[src/core/t1rec_pkg.sv]
`default_nettype none
package t1rec_pkg;
   // Register offsets
   localparam logic [7:0] ADDR_LINE_HIGH = 8'h23;
   localparam logic [7:0] ADDR_LINE_LOW  = 8'h24;
   localparam logic [7:0] ADDR_NIBBLES   = 8'h25;
   localparam logic [7:0] ADDR_PATH_LOW  = 8'h26;
   localparam logic [7:0] ADDR_SYNC_LOW  = 8'h27;
   localparam logic [7:0] READ_UNMAPPED  = 8'h00;
   // Counter widths
   localparam int LINE_WIDTH = 16;
   localparam int PATH_WIDTH = 12;
   localparam int SYNC_WIDTH = 12;
   // Zero run lengths
   localparam logic [4:0] ZERO_RUN_B8ZS  = 5'h08;
   localparam logic [4:0] ZERO_RUN_PLAIN = 5'h10;
   // One second timing
   localparam int unsigned CLK_KHZ          = 25000;
   localparam int unsigned SEC_SHORT_MS     = 999;
   localparam int unsigned SEC_LONG_MS      = 1002;
   localparam int unsigned SEC_SHORT_CYCLES = SEC_SHORT_MS * CLK_KHZ;
   localparam int unsigned SEC_LONG_CYCLES  = SEC_LONG_MS * CLK_KHZ;
   localparam logic [31:0] SEC_CNT_RESET    = 32'h0;
   localparam logic [31:0] SEC_CNT_STEP     = 32'h1;
   // Position in the three second pattern
   typedef enum logic [1:0] {
      PH_FIRST,
      PH_SECOND,
      PH_LONG
   } t1rec_phase_t;
endpackage
`default_nettype wire

[src/core/t1rec_sat_counter.sv]
`default_nettype none
module t1rec_sat_counter #(
   parameter int WIDTH = 12
) (
   // Clock and reset
   input  wire logic             core_clk,
   input  wire logic             rst,
   // Control
   input  wire logic             count_event,
   input  wire logic             restart,
   // Count
   output logic [WIDTH-1:0]      count
);
   typedef struct packed {
      logic [WIDTH-1:0] count;
   } t1rec_cnt_state_t;

   t1rec_cnt_state_t st;
   t1rec_cnt_state_t next_st;

   always_comb begin
      next_st = st;
      if (restart) begin
         next_st.count = {{(WIDTH-1){1'b0}}, count_event};
      end else if (count_event && st.count != {WIDTH{1'b1}}) begin
         next_st.count = st.count + 1'b1;
      end
   end

   always_ff @(posedge core_clk or posedge rst) begin
      if (rst) begin
         st <= '0;
      end else begin
         st <= next_st;
      end
   end

   assign count = st.count;
endmodule
`default_nettype wire

[src/core/t1rec_error_counters.sv]
`default_nettype none
// What this block does
// - 16-bit line count, high then low byte
// - Excess zeros add 16 or 8 zero runs
// - Valid B8ZS code words not counted
// - Line counter runs during sync loss
// - ESF path counter counts CRC6 errors
// - D4 path counts Ft, optionally Fs
// - Path counter frozen during sync loss
// - Path high nibble low at 25h, low 26h
// - Select one counts out-of-sync multiframes
// - Select zero counts Ft/FPS errors, in sync
// - Sync high nibble upper 25h, low 27h
// - Snapshot all counters each second boundary
// - Counters saturate, never wrap
// - Intervals 999, 999, 1002 ms repeating
module t1rec_error_counters #(
   parameter int unsigned SHORT_CYCLES = t1rec_pkg::SEC_SHORT_CYCLES,
   parameter int unsigned LONG_CYCLES  = t1rec_pkg::SEC_LONG_CYCLES
) (
   // Clock and reset
   input  wire logic       core_clk,
   input  wire logic       rst,
   // Configuration
   input  wire logic       receive_b8zs_enable,
   input  wire logic       receive_esf_select,
   input  wire logic       count_excess_zeros_enable,
   input  wire logic       count_fs_errors_enable,
   input  wire logic       out_of_sync_count_select,
   // Line decoder events
   input  wire logic       line_bit_strobe,
   input  wire logic       line_bit_zero,
   input  wire logic       bipolar_violation,
   input  wire logic       b8zs_code_word,
   // Framer events
   input  wire logic       receive_sync_lost,
   input  wire logic       crc6_error,
   input  wire logic       ft_error,
   input  wire logic       fs_error,
   input  wire logic       fps_error,
   input  wire logic       multiframe_boundary,
   // Register read port
   input  wire logic       reg_rd,
   input  wire logic [7:0] reg_addr,
   output logic [7:0]      reg_rdata,
   output logic            reg_rvalid,
   // Status
   output logic            one_second_flag
);
   typedef struct packed {
      logic [31:0]                      sec_cnt;
      t1rec_pkg::t1rec_phase_t          phase;
      logic [4:0]                       zero_run;
      logic                             sec_flag;
      logic [t1rec_pkg::LINE_WIDTH-1:0] snap_line;
      logic [t1rec_pkg::PATH_WIDTH-1:0] snap_path;
      logic [t1rec_pkg::SYNC_WIDTH-1:0] snap_sync;
      logic [7:0]                       rdata;
      logic                             rvalid;
   } t1rec_state_t;

   t1rec_state_t                     st;
   t1rec_state_t                     next_st;
   logic [31:0]                      sec_limit;
   logic                             boundary;
   logic [4:0]                       zero_target;
   logic                             zero_hit;
   logic                             bpv_counted;
   logic                             line_event;
   logic                             path_event;
   logic                             sync_event;
   logic [t1rec_pkg::LINE_WIDTH-1:0] line_acc;
   logic [t1rec_pkg::PATH_WIDTH-1:0] path_acc;
   logic [t1rec_pkg::SYNC_WIDTH-1:0] sync_acc;

   assign sec_limit = (st.phase == t1rec_pkg::PH_LONG) ? 32'(LONG_CYCLES)
                                                       : 32'(SHORT_CYCLES);
   assign boundary = (st.sec_cnt == sec_limit - t1rec_pkg::SEC_CNT_STEP);

   assign zero_target = receive_b8zs_enable ? t1rec_pkg::ZERO_RUN_B8ZS
                                            : t1rec_pkg::ZERO_RUN_PLAIN;
   assign zero_hit = count_excess_zeros_enable && line_bit_strobe &&
                     line_bit_zero && (st.zero_run == zero_target - 5'h01);

   assign bpv_counted = bipolar_violation &&
                        !(receive_b8zs_enable && b8zs_code_word);
   assign line_event = bpv_counted || zero_hit;

   always_comb begin
      path_event = receive_esf_select ? crc6_error
                 : (ft_error || (count_fs_errors_enable && fs_error));
      if (receive_sync_lost) begin
         path_event = 1'b0;
      end
   end

   always_comb begin
      if (out_of_sync_count_select) begin
         sync_event = multiframe_boundary && receive_sync_lost;
      end else begin
         sync_event = !receive_sync_lost &&
                      (receive_esf_select ? fps_error : ft_error);
      end
   end

   t1rec_sat_counter #(
      .WIDTH (t1rec_pkg::LINE_WIDTH)
   ) u_line_counter (
      .core_clk    (core_clk),
      .rst         (rst),
      .count_event (line_event),
      .restart     (boundary),
      .count       (line_acc)
   );

   t1rec_sat_counter #(
      .WIDTH (t1rec_pkg::PATH_WIDTH)
   ) u_path_counter (
      .core_clk    (core_clk),
      .rst         (rst),
      .count_event (path_event),
      .restart     (boundary),
      .count       (path_acc)
   );

   t1rec_sat_counter #(
      .WIDTH (t1rec_pkg::SYNC_WIDTH)
   ) u_sync_counter (
      .core_clk    (core_clk),
      .rst         (rst),
      .count_event (sync_event),
      .restart     (boundary),
      .count       (sync_acc)
   );

   always_comb begin
      next_st = st;
      next_st.sec_flag = boundary;
      next_st.rvalid = reg_rd;
      if (boundary) begin
         next_st.sec_cnt = t1rec_pkg::SEC_CNT_RESET;
         case (st.phase)
            t1rec_pkg::PH_FIRST:  next_st.phase = t1rec_pkg::PH_SECOND;
            t1rec_pkg::PH_SECOND: next_st.phase = t1rec_pkg::PH_LONG;
            t1rec_pkg::PH_LONG:   next_st.phase = t1rec_pkg::PH_FIRST;
            default:              next_st.phase = t1rec_pkg::PH_FIRST;
         endcase
         next_st.snap_line = line_acc;
         next_st.snap_path = path_acc;
         next_st.snap_sync = sync_acc;
      end else begin
         next_st.sec_cnt = st.sec_cnt + t1rec_pkg::SEC_CNT_STEP;
      end
      if (line_bit_strobe) begin
         if (!line_bit_zero) begin
            next_st.zero_run = 5'h00;
         end else if (st.zero_run < zero_target) begin
            next_st.zero_run = st.zero_run + 5'h01;
         end
      end
      if (reg_rd) begin
         case (reg_addr)
            t1rec_pkg::ADDR_LINE_HIGH: begin
               next_st.rdata = st.snap_line[15:8];
            end
            t1rec_pkg::ADDR_LINE_LOW: begin
               next_st.rdata = st.snap_line[7:0];
            end
            t1rec_pkg::ADDR_NIBBLES: begin
               next_st.rdata = {st.snap_sync[11:8], st.snap_path[11:8]};
            end
            t1rec_pkg::ADDR_PATH_LOW: begin
               next_st.rdata = st.snap_path[7:0];
            end
            t1rec_pkg::ADDR_SYNC_LOW: begin
               next_st.rdata = st.snap_sync[7:0];
            end
            default: begin
               next_st.rdata = t1rec_pkg::READ_UNMAPPED;
            end
         endcase
      end
   end

   always_ff @(posedge core_clk or posedge rst) begin
      if (rst) begin
         st <= '0;
      end else begin
         st <= next_st;
      end
   end

   assign reg_rdata = st.rdata;
   assign reg_rvalid = st.rvalid;
   assign one_second_flag = st.sec_flag;
endmodule
`default_nettype wire

[config.mk]
export PLATFORM = sky130hd
export DESIGN_NAME = t1rec_error_counters
export DESIGN_NICKNAME = d
export VERILOG_FILES = /design/src/core/t1rec_pkg.sv /design/src/core/t1rec_sat_counter.sv /design/src/core/t1rec_error_counters.sv
export SDC_FILE = /design/constraint.sdc
export NUM_CORES = 1
export LEC_CHECK = 0
export ABC_AREA = 1
export ABC_CLOCK_PERIOD_IN_PS = 6910
export BUFFER_PORTS_ARGS = -buffer_cell sky130_fd_sc_hd__buf_2
export CAP_MARGIN = 20
export CORE_MARGIN = 2
export CORE_UTILIZATION = 60
export CTS_CLUSTER_DIAMETER = 50
export DETAILED_ROUTE_END_ITERATION = 10
export GPL_TIMING_DRIVEN = 0
export PLACE_DENSITY = 0.88
export SLEW_MARGIN = 5
export SYNTH_ARGS = -nofsm -noshare
export SYNTH_HDL_FRONTEND = slang
export SYNTH_SLANG_ARGS = --single-unit
[constraint.sdc]
create_clock -name core_clk -period 6.91 [get_ports core_clk]
set_input_delay 0.3455 -clock core_clk [delete_from_list [all_inputs] [get_ports core_clk]]
set_output_delay 0.3455 -clock core_clk [all_outputs]
set_load 0.1 [all_outputs]
==> summary.txt, run 1 <==
Hold path
  – Min-Delay Startpoint: reg_rd
  – Min-Delay Path Class: input pin to register
  – Worst hold stages: 1
  – Hold Path Sink: reg_rvalid

Setup path
  – R2R depth: 11
  – Crit Path Max Fanout: 10
  – Setup crit start kind: register
  – R2R Setup Slk: 5.00 ns
  – Worst-path cell chain: ha_1 > nand2_1 > inv_2 > nand2_1 > nor2_1 > nand3_1 > nor2_1 > nand2_1 > buf_2 > nand2_1 > nor2_1
  – Critical Path Stages: 11
  – R2R Path End: u_sync_counter.count[5]
  – Critical Path AT: 2.21 ns
  – CP Data Required Time: 7.21 ns
  – Slowest-stage cell, CP: dfrtp_1
  – Setup crit start: st[57]
  – Worst path max stage delay: 0.37 ns
  – Delay-heaviest family, CP: simple AND/OR/NAND/NOR gates
  – Setup Crit Path Kind: register to register
  – CP bufs+invs: 2
  – R2R Path Start: st[57]
  – Most frequent CP cell: nand2_1
  – Setup crit end kind: register

Synth
  – Netlist cell types: 32
  – Synth Register Bits: 129
  – Mapped Cells: 984
  – FFs w/ async S/R, synth: 100%
  – Post-synth EDFFs: 0
  – Ys flop type: dfrtp_1
  – Post-Syn Area: 7150 sq um
  – Ys Warns: 0
  – Sequential share of the synthesized area: 45.2%
  – Synth Net Count: 1,017
  – Mean Syn Cell Area: 7.26 sq um

Global route
  – GRT Residual Overflow: 0
  – Total track usage: 28.1%
  – Vias in the first global route: 6,196
  – Largest net degree at the start of global routing: 89
  – Global-route wire length before repair: 28.4 mm
  – Antenna violations before repair: 0

Die
  – FP Rows: 39
  – Initial Util: 62.1%
  – Die Y: 113 microns
  – Chip Width: 113 microns
  – Die area: 12,800 sq um
  – Ports: 36
  – Core area: 11,500 sq um

Placement
  – GP Congestion: 0.949
  – Placed insts: 1,163
  – HPWL Detailed: 12.0 mm
  – Number of port buffers: 35

CTS
  – Clock Tree Buf Depth: 2
  – CTS H-Tree Depth: 4
  – Register clock-pin slew on the reported worst setup and hold paths: 0.05 ns
  – Postcts setup bufs: 0
  – CTS tree: built
  – Root buffer cell: clkbuf_16
  – CTS Buf Count: 17
  – Clock latency on the worst-skew pair: 0.42 ns
  – Clock sink count: 129

STA
  – Clock skew: 0.00783 ns
  – Setup_tns: 0 ns
  – Rel. slew slack: 44.9%
  – RSZ-0062 raised after global routing: false
  – Final hold vios: 0
  – Period utilisation layout: 27.7%
  – Fin. max-slew vios: 0
  – Final setup viols: 0
  – Peak Freq: 523 MHz
  – Final min period: 1.91 ns
  – Worst-Margin Slew: 0.820 ns

Power and ir drop
  – Pwr/cell area: 247 nW/um^2
  – Leakage: 0.00422 uW
  – Worst VDD drop: 195 uV
  – Overall Power: 2010 uW

Route
  – Final wirelength: 17.0 mm
  – Antenna viol nets, final: 0
  – DRC errors left: 4
  – 1st-pass router iterations: 9
  – 1st-iter DRT viols: 542
  – Via density per instance: 5.46
  – Routed via count: 6,523
  – Avg WL per Cell: 14.2 microns

Job
  – Max Cap Viol: 0

Layout
  – Layout cells sized above 1: 10.9%
  – Area grow syn2layout: 14.0%
  – ANT cells: 0
  – Fin nets: 1,073
  – Non-Filler Instances: 1,194

Status
  – Outcome: complete, but fails checks
  – Violated checks: design-rule violations
sequential cells by signal (all words and copies together) (netlist names):
| signal | cells |
|---|---|
| st | 79 |
| u_line_counter.count | 16 |
| u_path_counter.count | 12 |
| u_sync_counter.count | 12 |
| reg_rdata | 8 |
| one_second_flag | 1 |
| reg_rvalid | 1 |
kinds of logic (layout without fill, tap and decap cells):
logic type | after synthesis | count (layout) | synth area share, %
and+or+nand+nor | 585 | 585 | 34.4
xor gates and xnor gates | 18 | 18 | 2.21
adders and majority gates | 7 | 7 | 1.23
AOI/OAI and AO/OA | 88 | 88 | 7.21
DFF | 129 | 129 | 45.2
buffers and inverters | 157 | 224 | 9.80
metrics by stage:
stage / hold slack, ns / utilization, % / setup WS [ns] / cell area [sq um]
floorplan: 0.377 / - / 3.12 / 7150
global placement: 0.450 / 65.1 / 1.76 / 7500
detailed placement: 0.381 / 65.4 / 5.05 / 7530
CTS: 0.145 / 70.8 / 5.02 / 8150
global route: 0.154 / 70.8 / 4.86 / 8150
finish: 0.150 / 70.8 / 5.00 / 8150
layer usage:
layer,GRT usage [%],share of wire (%),vias to the layer above
li1,-,-,3234
met1,36.6,44,3030
met2,45.6,47,217
met3,5.62,5.9,42
met4,12.6,2.9,0
met5,0,0,-
power breakdown:
| group | switching (uW) | total [uW] | internal, uW | leakage (uW) |
|---|---|---|---|---|
| clock network | 308 | 918 | 610 | 0.000299 |
| logic | 153 | 225 | 72.3 | 0.00217 |
| registers | 56.7 | 866 | 810 | 0.00174 |
how the worst max path moves through the flow:
stage / endpoint / slack (ns)
after floorplan: one_second_flag / 3.12
after global routing: u_line_counter.count[1] / 4.86
after global placement: u_path_counter.count[6] / 1.76
final: u_sync_counter.count[5] / 5.00
after detailed placement: u_line_counter.count[1] / 5.05
after CTS: u_line_counter.count[1] / 5.02
synthesized netlist by cell type (2+ instances only):
library cell | number | area [sq um]
nand4_1 | 40 | 250
nand3_1 | 71 | 355
a21oi_1 | 16 | 80.1
buf_6 | 10 | 113
ha_1 | 7 | 87.6
buf_2 | 2 | 10.0
nor3_2 | 2 | 20.0
o211ai_1 | 2 | 15.0
nor2_1 | 156 | 586
o21ai_1 | 6 | 30.0
nor2_2 | 4 | 25.0
xnor2_1 | 2 | 17.5
xor2_1 | 16 | 140
inv_2 | 5 | 18.8
nor3b_1 | 2 | 15.0
nand2_1 | 282 | 1060
o21ai_0 | 45 | 225
dfrtp_1 | 129 | 3230
nand2_2 | 2 | 12.5
nor3_1 | 23 | 115
buf_4 | 9 | 67.6
inv_1 | 124 | 465
clkbuf_1 | 7 | 26.3
o21ai_2 | 14 | 123
layout by cell type, fill, tap and decap left out, types with 14 or more instances in the layout:
master / n
inv_1: 123
nand4_1: 40
nand2_1: 282
nor2_1: 156
nor3_1: 23
xor2_1: 16
clkbuf_16: 17
o21ai_0: 45
dfrtp_1: 129
a21oi_1: 16
nand3_1: 71
buf_2: 37
o21ai_2: 14
cell type report:
| class | count | area [sq um] |
|---|---|---|
| sequential | 129 | 3230 |
| timing repair buffer | 37 | 213 |
| buffer | 28 | 216 |
| tap | 143 | 179 |
| fill | 860 | 3370 |
| clock buffer | 25 | 505 |
| multi-input combinational | 698 | 3220 |
| inverter | 129 | 489 |
| clock inverter | 5 | 100 |
repair_timing:
action | in CTS | in global routing
hold endpoints to repair | 41 | 0
hold buffers | 1 | 0
resized for setup | 0 | 0
setup endpoints to repair | 0 | 0
No activity file was read; power rests on OpenSTA's default activity.
==> run 2, diff against run 1 <==
- ABC_CLOCK_PERIOD_IN_PS: 6910 -> 1800
- clock period: 6.91 -> 1.8 ns (I/O delays scaled with it)
==> summary.txt, run 2 (synthesized netlist as in run 1, its figures left out) <==
Status
  – Outcome: complete, but fails checks
  – Violated checks: design-rule violations

Route
  – Met2 WL: 9.30 mm
  – DRC errors left: 4
  – Avg WL per Cell: 15.8 microns
  – Routed via count: 6,848
  – Met3 routed WL: 1.39 mm
  – 1st-iter DRT viols: 802
  – Top Metal Used: met4
  – Antenna viol nets, final: 0
  – Final wirelength: 19.1 mm
  – Via density per instance: 5.66
  – 1st-pass router iterations: 9
  – DRT met1 WL: 7.63 mm

CTS
  – Register clock-pin slew on the reported worst setup and hold paths: 0.06 ns
  – Root buffer cell: clkbuf_16
  – Clock Tree Buf Depth: 2
  – CTS H-Tree Depth: 4
  – Clock latency on the worst-skew pair: 0.43 ns
  – Clock sink count: 129
  – CTS Buf Count: 17
  – CTS tree: built

Hold path
  – Min-Delay Startpoint: receive_sync_lost
  – Min-Delay Path Class: input pin to register
  – Worst hold stages: 4
  – Hold Path Sink: u_path_counter.count[0]

Global route
  – Largest net degree at the start of global routing: 40
  – Vias in the first global route: 6,584
  – Antenna violations before repair: 0
  – GRT Residual Overflow: 0
  – Global-route wire length before repair: 30.6 mm
  – Total track usage: 30.4%

Setup path
  – R2R Path End: st[48]
  – Setup crit end kind: register
  – R2R Setup Slk: 0.007 ns
  – Setup crit start kind: register
  – Critical Path AT: 2.10 ns
  – Crit Path Max Fanout: 10
  – Setup Crit Path Kind: register to register
  – CP Data Required Time: 2.11 ns
  – R2R Path Start: st[77]
  – R2R depth: 9

STA
  – Fin. max-slew vios: 0
  – Rel. slew slack: 44.0%
  – Final hold vios: 0
  – Final setup viols: 0
  – Fin worst setup slack: 0.00696 ns
  – RSZ-0062 raised after global routing: true
  – Hold_ws: 0.0378 ns
  – Worst-Margin Slew: 0.834 ns
  – Peak Freq: 558 MHz
  – Period utilisation layout: 99.6%
  – Clock skew: 0.00742 ns
  – Final min period: 1.79 ns

Layout
  – Final core occ: 74.8%
  – Area grow syn2layout: 20.5%
  – Largest Register: st
  – Fill count: 810
  – Commonest non-fill, non-tap cell in the layout: nand2_1
  – Non-Filler Instances: 1,210
  – Seq. cell area: 3230 sq um
  – Multi-input combinational cell area: 3420 sq um
  – Max reg flops: 79
  – Most frequent cells in the layout: 251 x nand2_1, 147 x nor2_1, 129 x dfrtp_1
  – Layout cells sized above 1: 17.1%
  – ANT cells: 0
  – Fin nets: 1,087

Placement
  – GP Congestion: 0.955
  – Placed insts: 1,165
  – Post-Place Setup Slack: -0.107 ns
  – Number of port buffers: 35
  – HPWL Detailed: 12.6 mm

Power and ir drop
  – Overall Power: 7990 uW
  – Pwr/cell area: 928 nW/um^2
  – Leakage: 0.00440 uW
  – Worst VDD drop: 766 uV

Die
  – Die area: 12,800 sq um
  – Initial Util: 62.1%
  – FP Rows: 39
  – Chip Width: 113 microns
  – Die Y: 113 microns
  – Ports: 36
  – Core area: 11,500 sq um

Job
  – Max Cap Viol: 0
[run 2: critical path: stages (launching register included)]
cell	delay [ns]
dfrtp_1	0.45
nand4_1	0.25
inv_1	0.16
nand2_1	0.10
nor2_4	0.14
nand2_4	0.11
buf_12	0.17
buf_8	0.14
nand2_1	0.07
o21ai_0	0.08
[run 2: report_power, final]
group | switching [uW] | internal, uW | leakage (uW)
Sequential | 228 | 3110 | 0.00174
Clock | 1260 | 2450 | 0.000312
Combinational | 637 | 304 | 0.00234
Total | 2130 | 5860 | 0.00440
[run 2: what timing repair did]
action                                 in CTS  in global routing
buffers inserted                            3                  2
cloned                                      1                  2
endpoints found under the hold margin      27                  0
gates resized for setup                    25                 77
setup endpoints to repair                  97                 98
pin swaps                                   5                  7
hold buffers                                5                  0
[run 2: final cells by class]
class,instances,share of cell area (%)
Clock inverter,10,1.80
Sequential cell,129,37.5
Inverter,129,5.67
Timing Repair Buffer,50,4.36
Multi-Input combinational cell,699,39.7
Clock buffer,22,5.62
Buffer,28,3.31
Tap cell,143,2.08
[run 2: how the worst max path moves through the flow]
stage,depth (start not counted),slack (ns),startpoint,endpoint
after global routing,12,-0.06,st[55],u_path_counter.count[10]
final,9,0.007,st[77],st[48]
after CTS,12,-0.03,st[57],st[18]
after floorplan,1,0.11,rst,one_second_flag
after detailed placement,12,-0.11,st[57],st[25]
after global placement,2,-0.64,rst,u_path_counter.count[4]
[run 2: per-layer routing]
layer  up-vias  track usage, %
met5         -               0
met1      3232            37.5
met2       273            50.7
met4         0            14.0
li1       3265               -
met3        78            7.39
[run 2: stage by stage]
stage                     setup TNS [ns]  instance area (sq um)
after global placement            -82.38                   7500
after CTS                         -0.261                   8370
final                                  0                   8610
after global routing               -1.11                   8610
after floorplan                        0                   7150
after detailed placement           -4.59                   7560
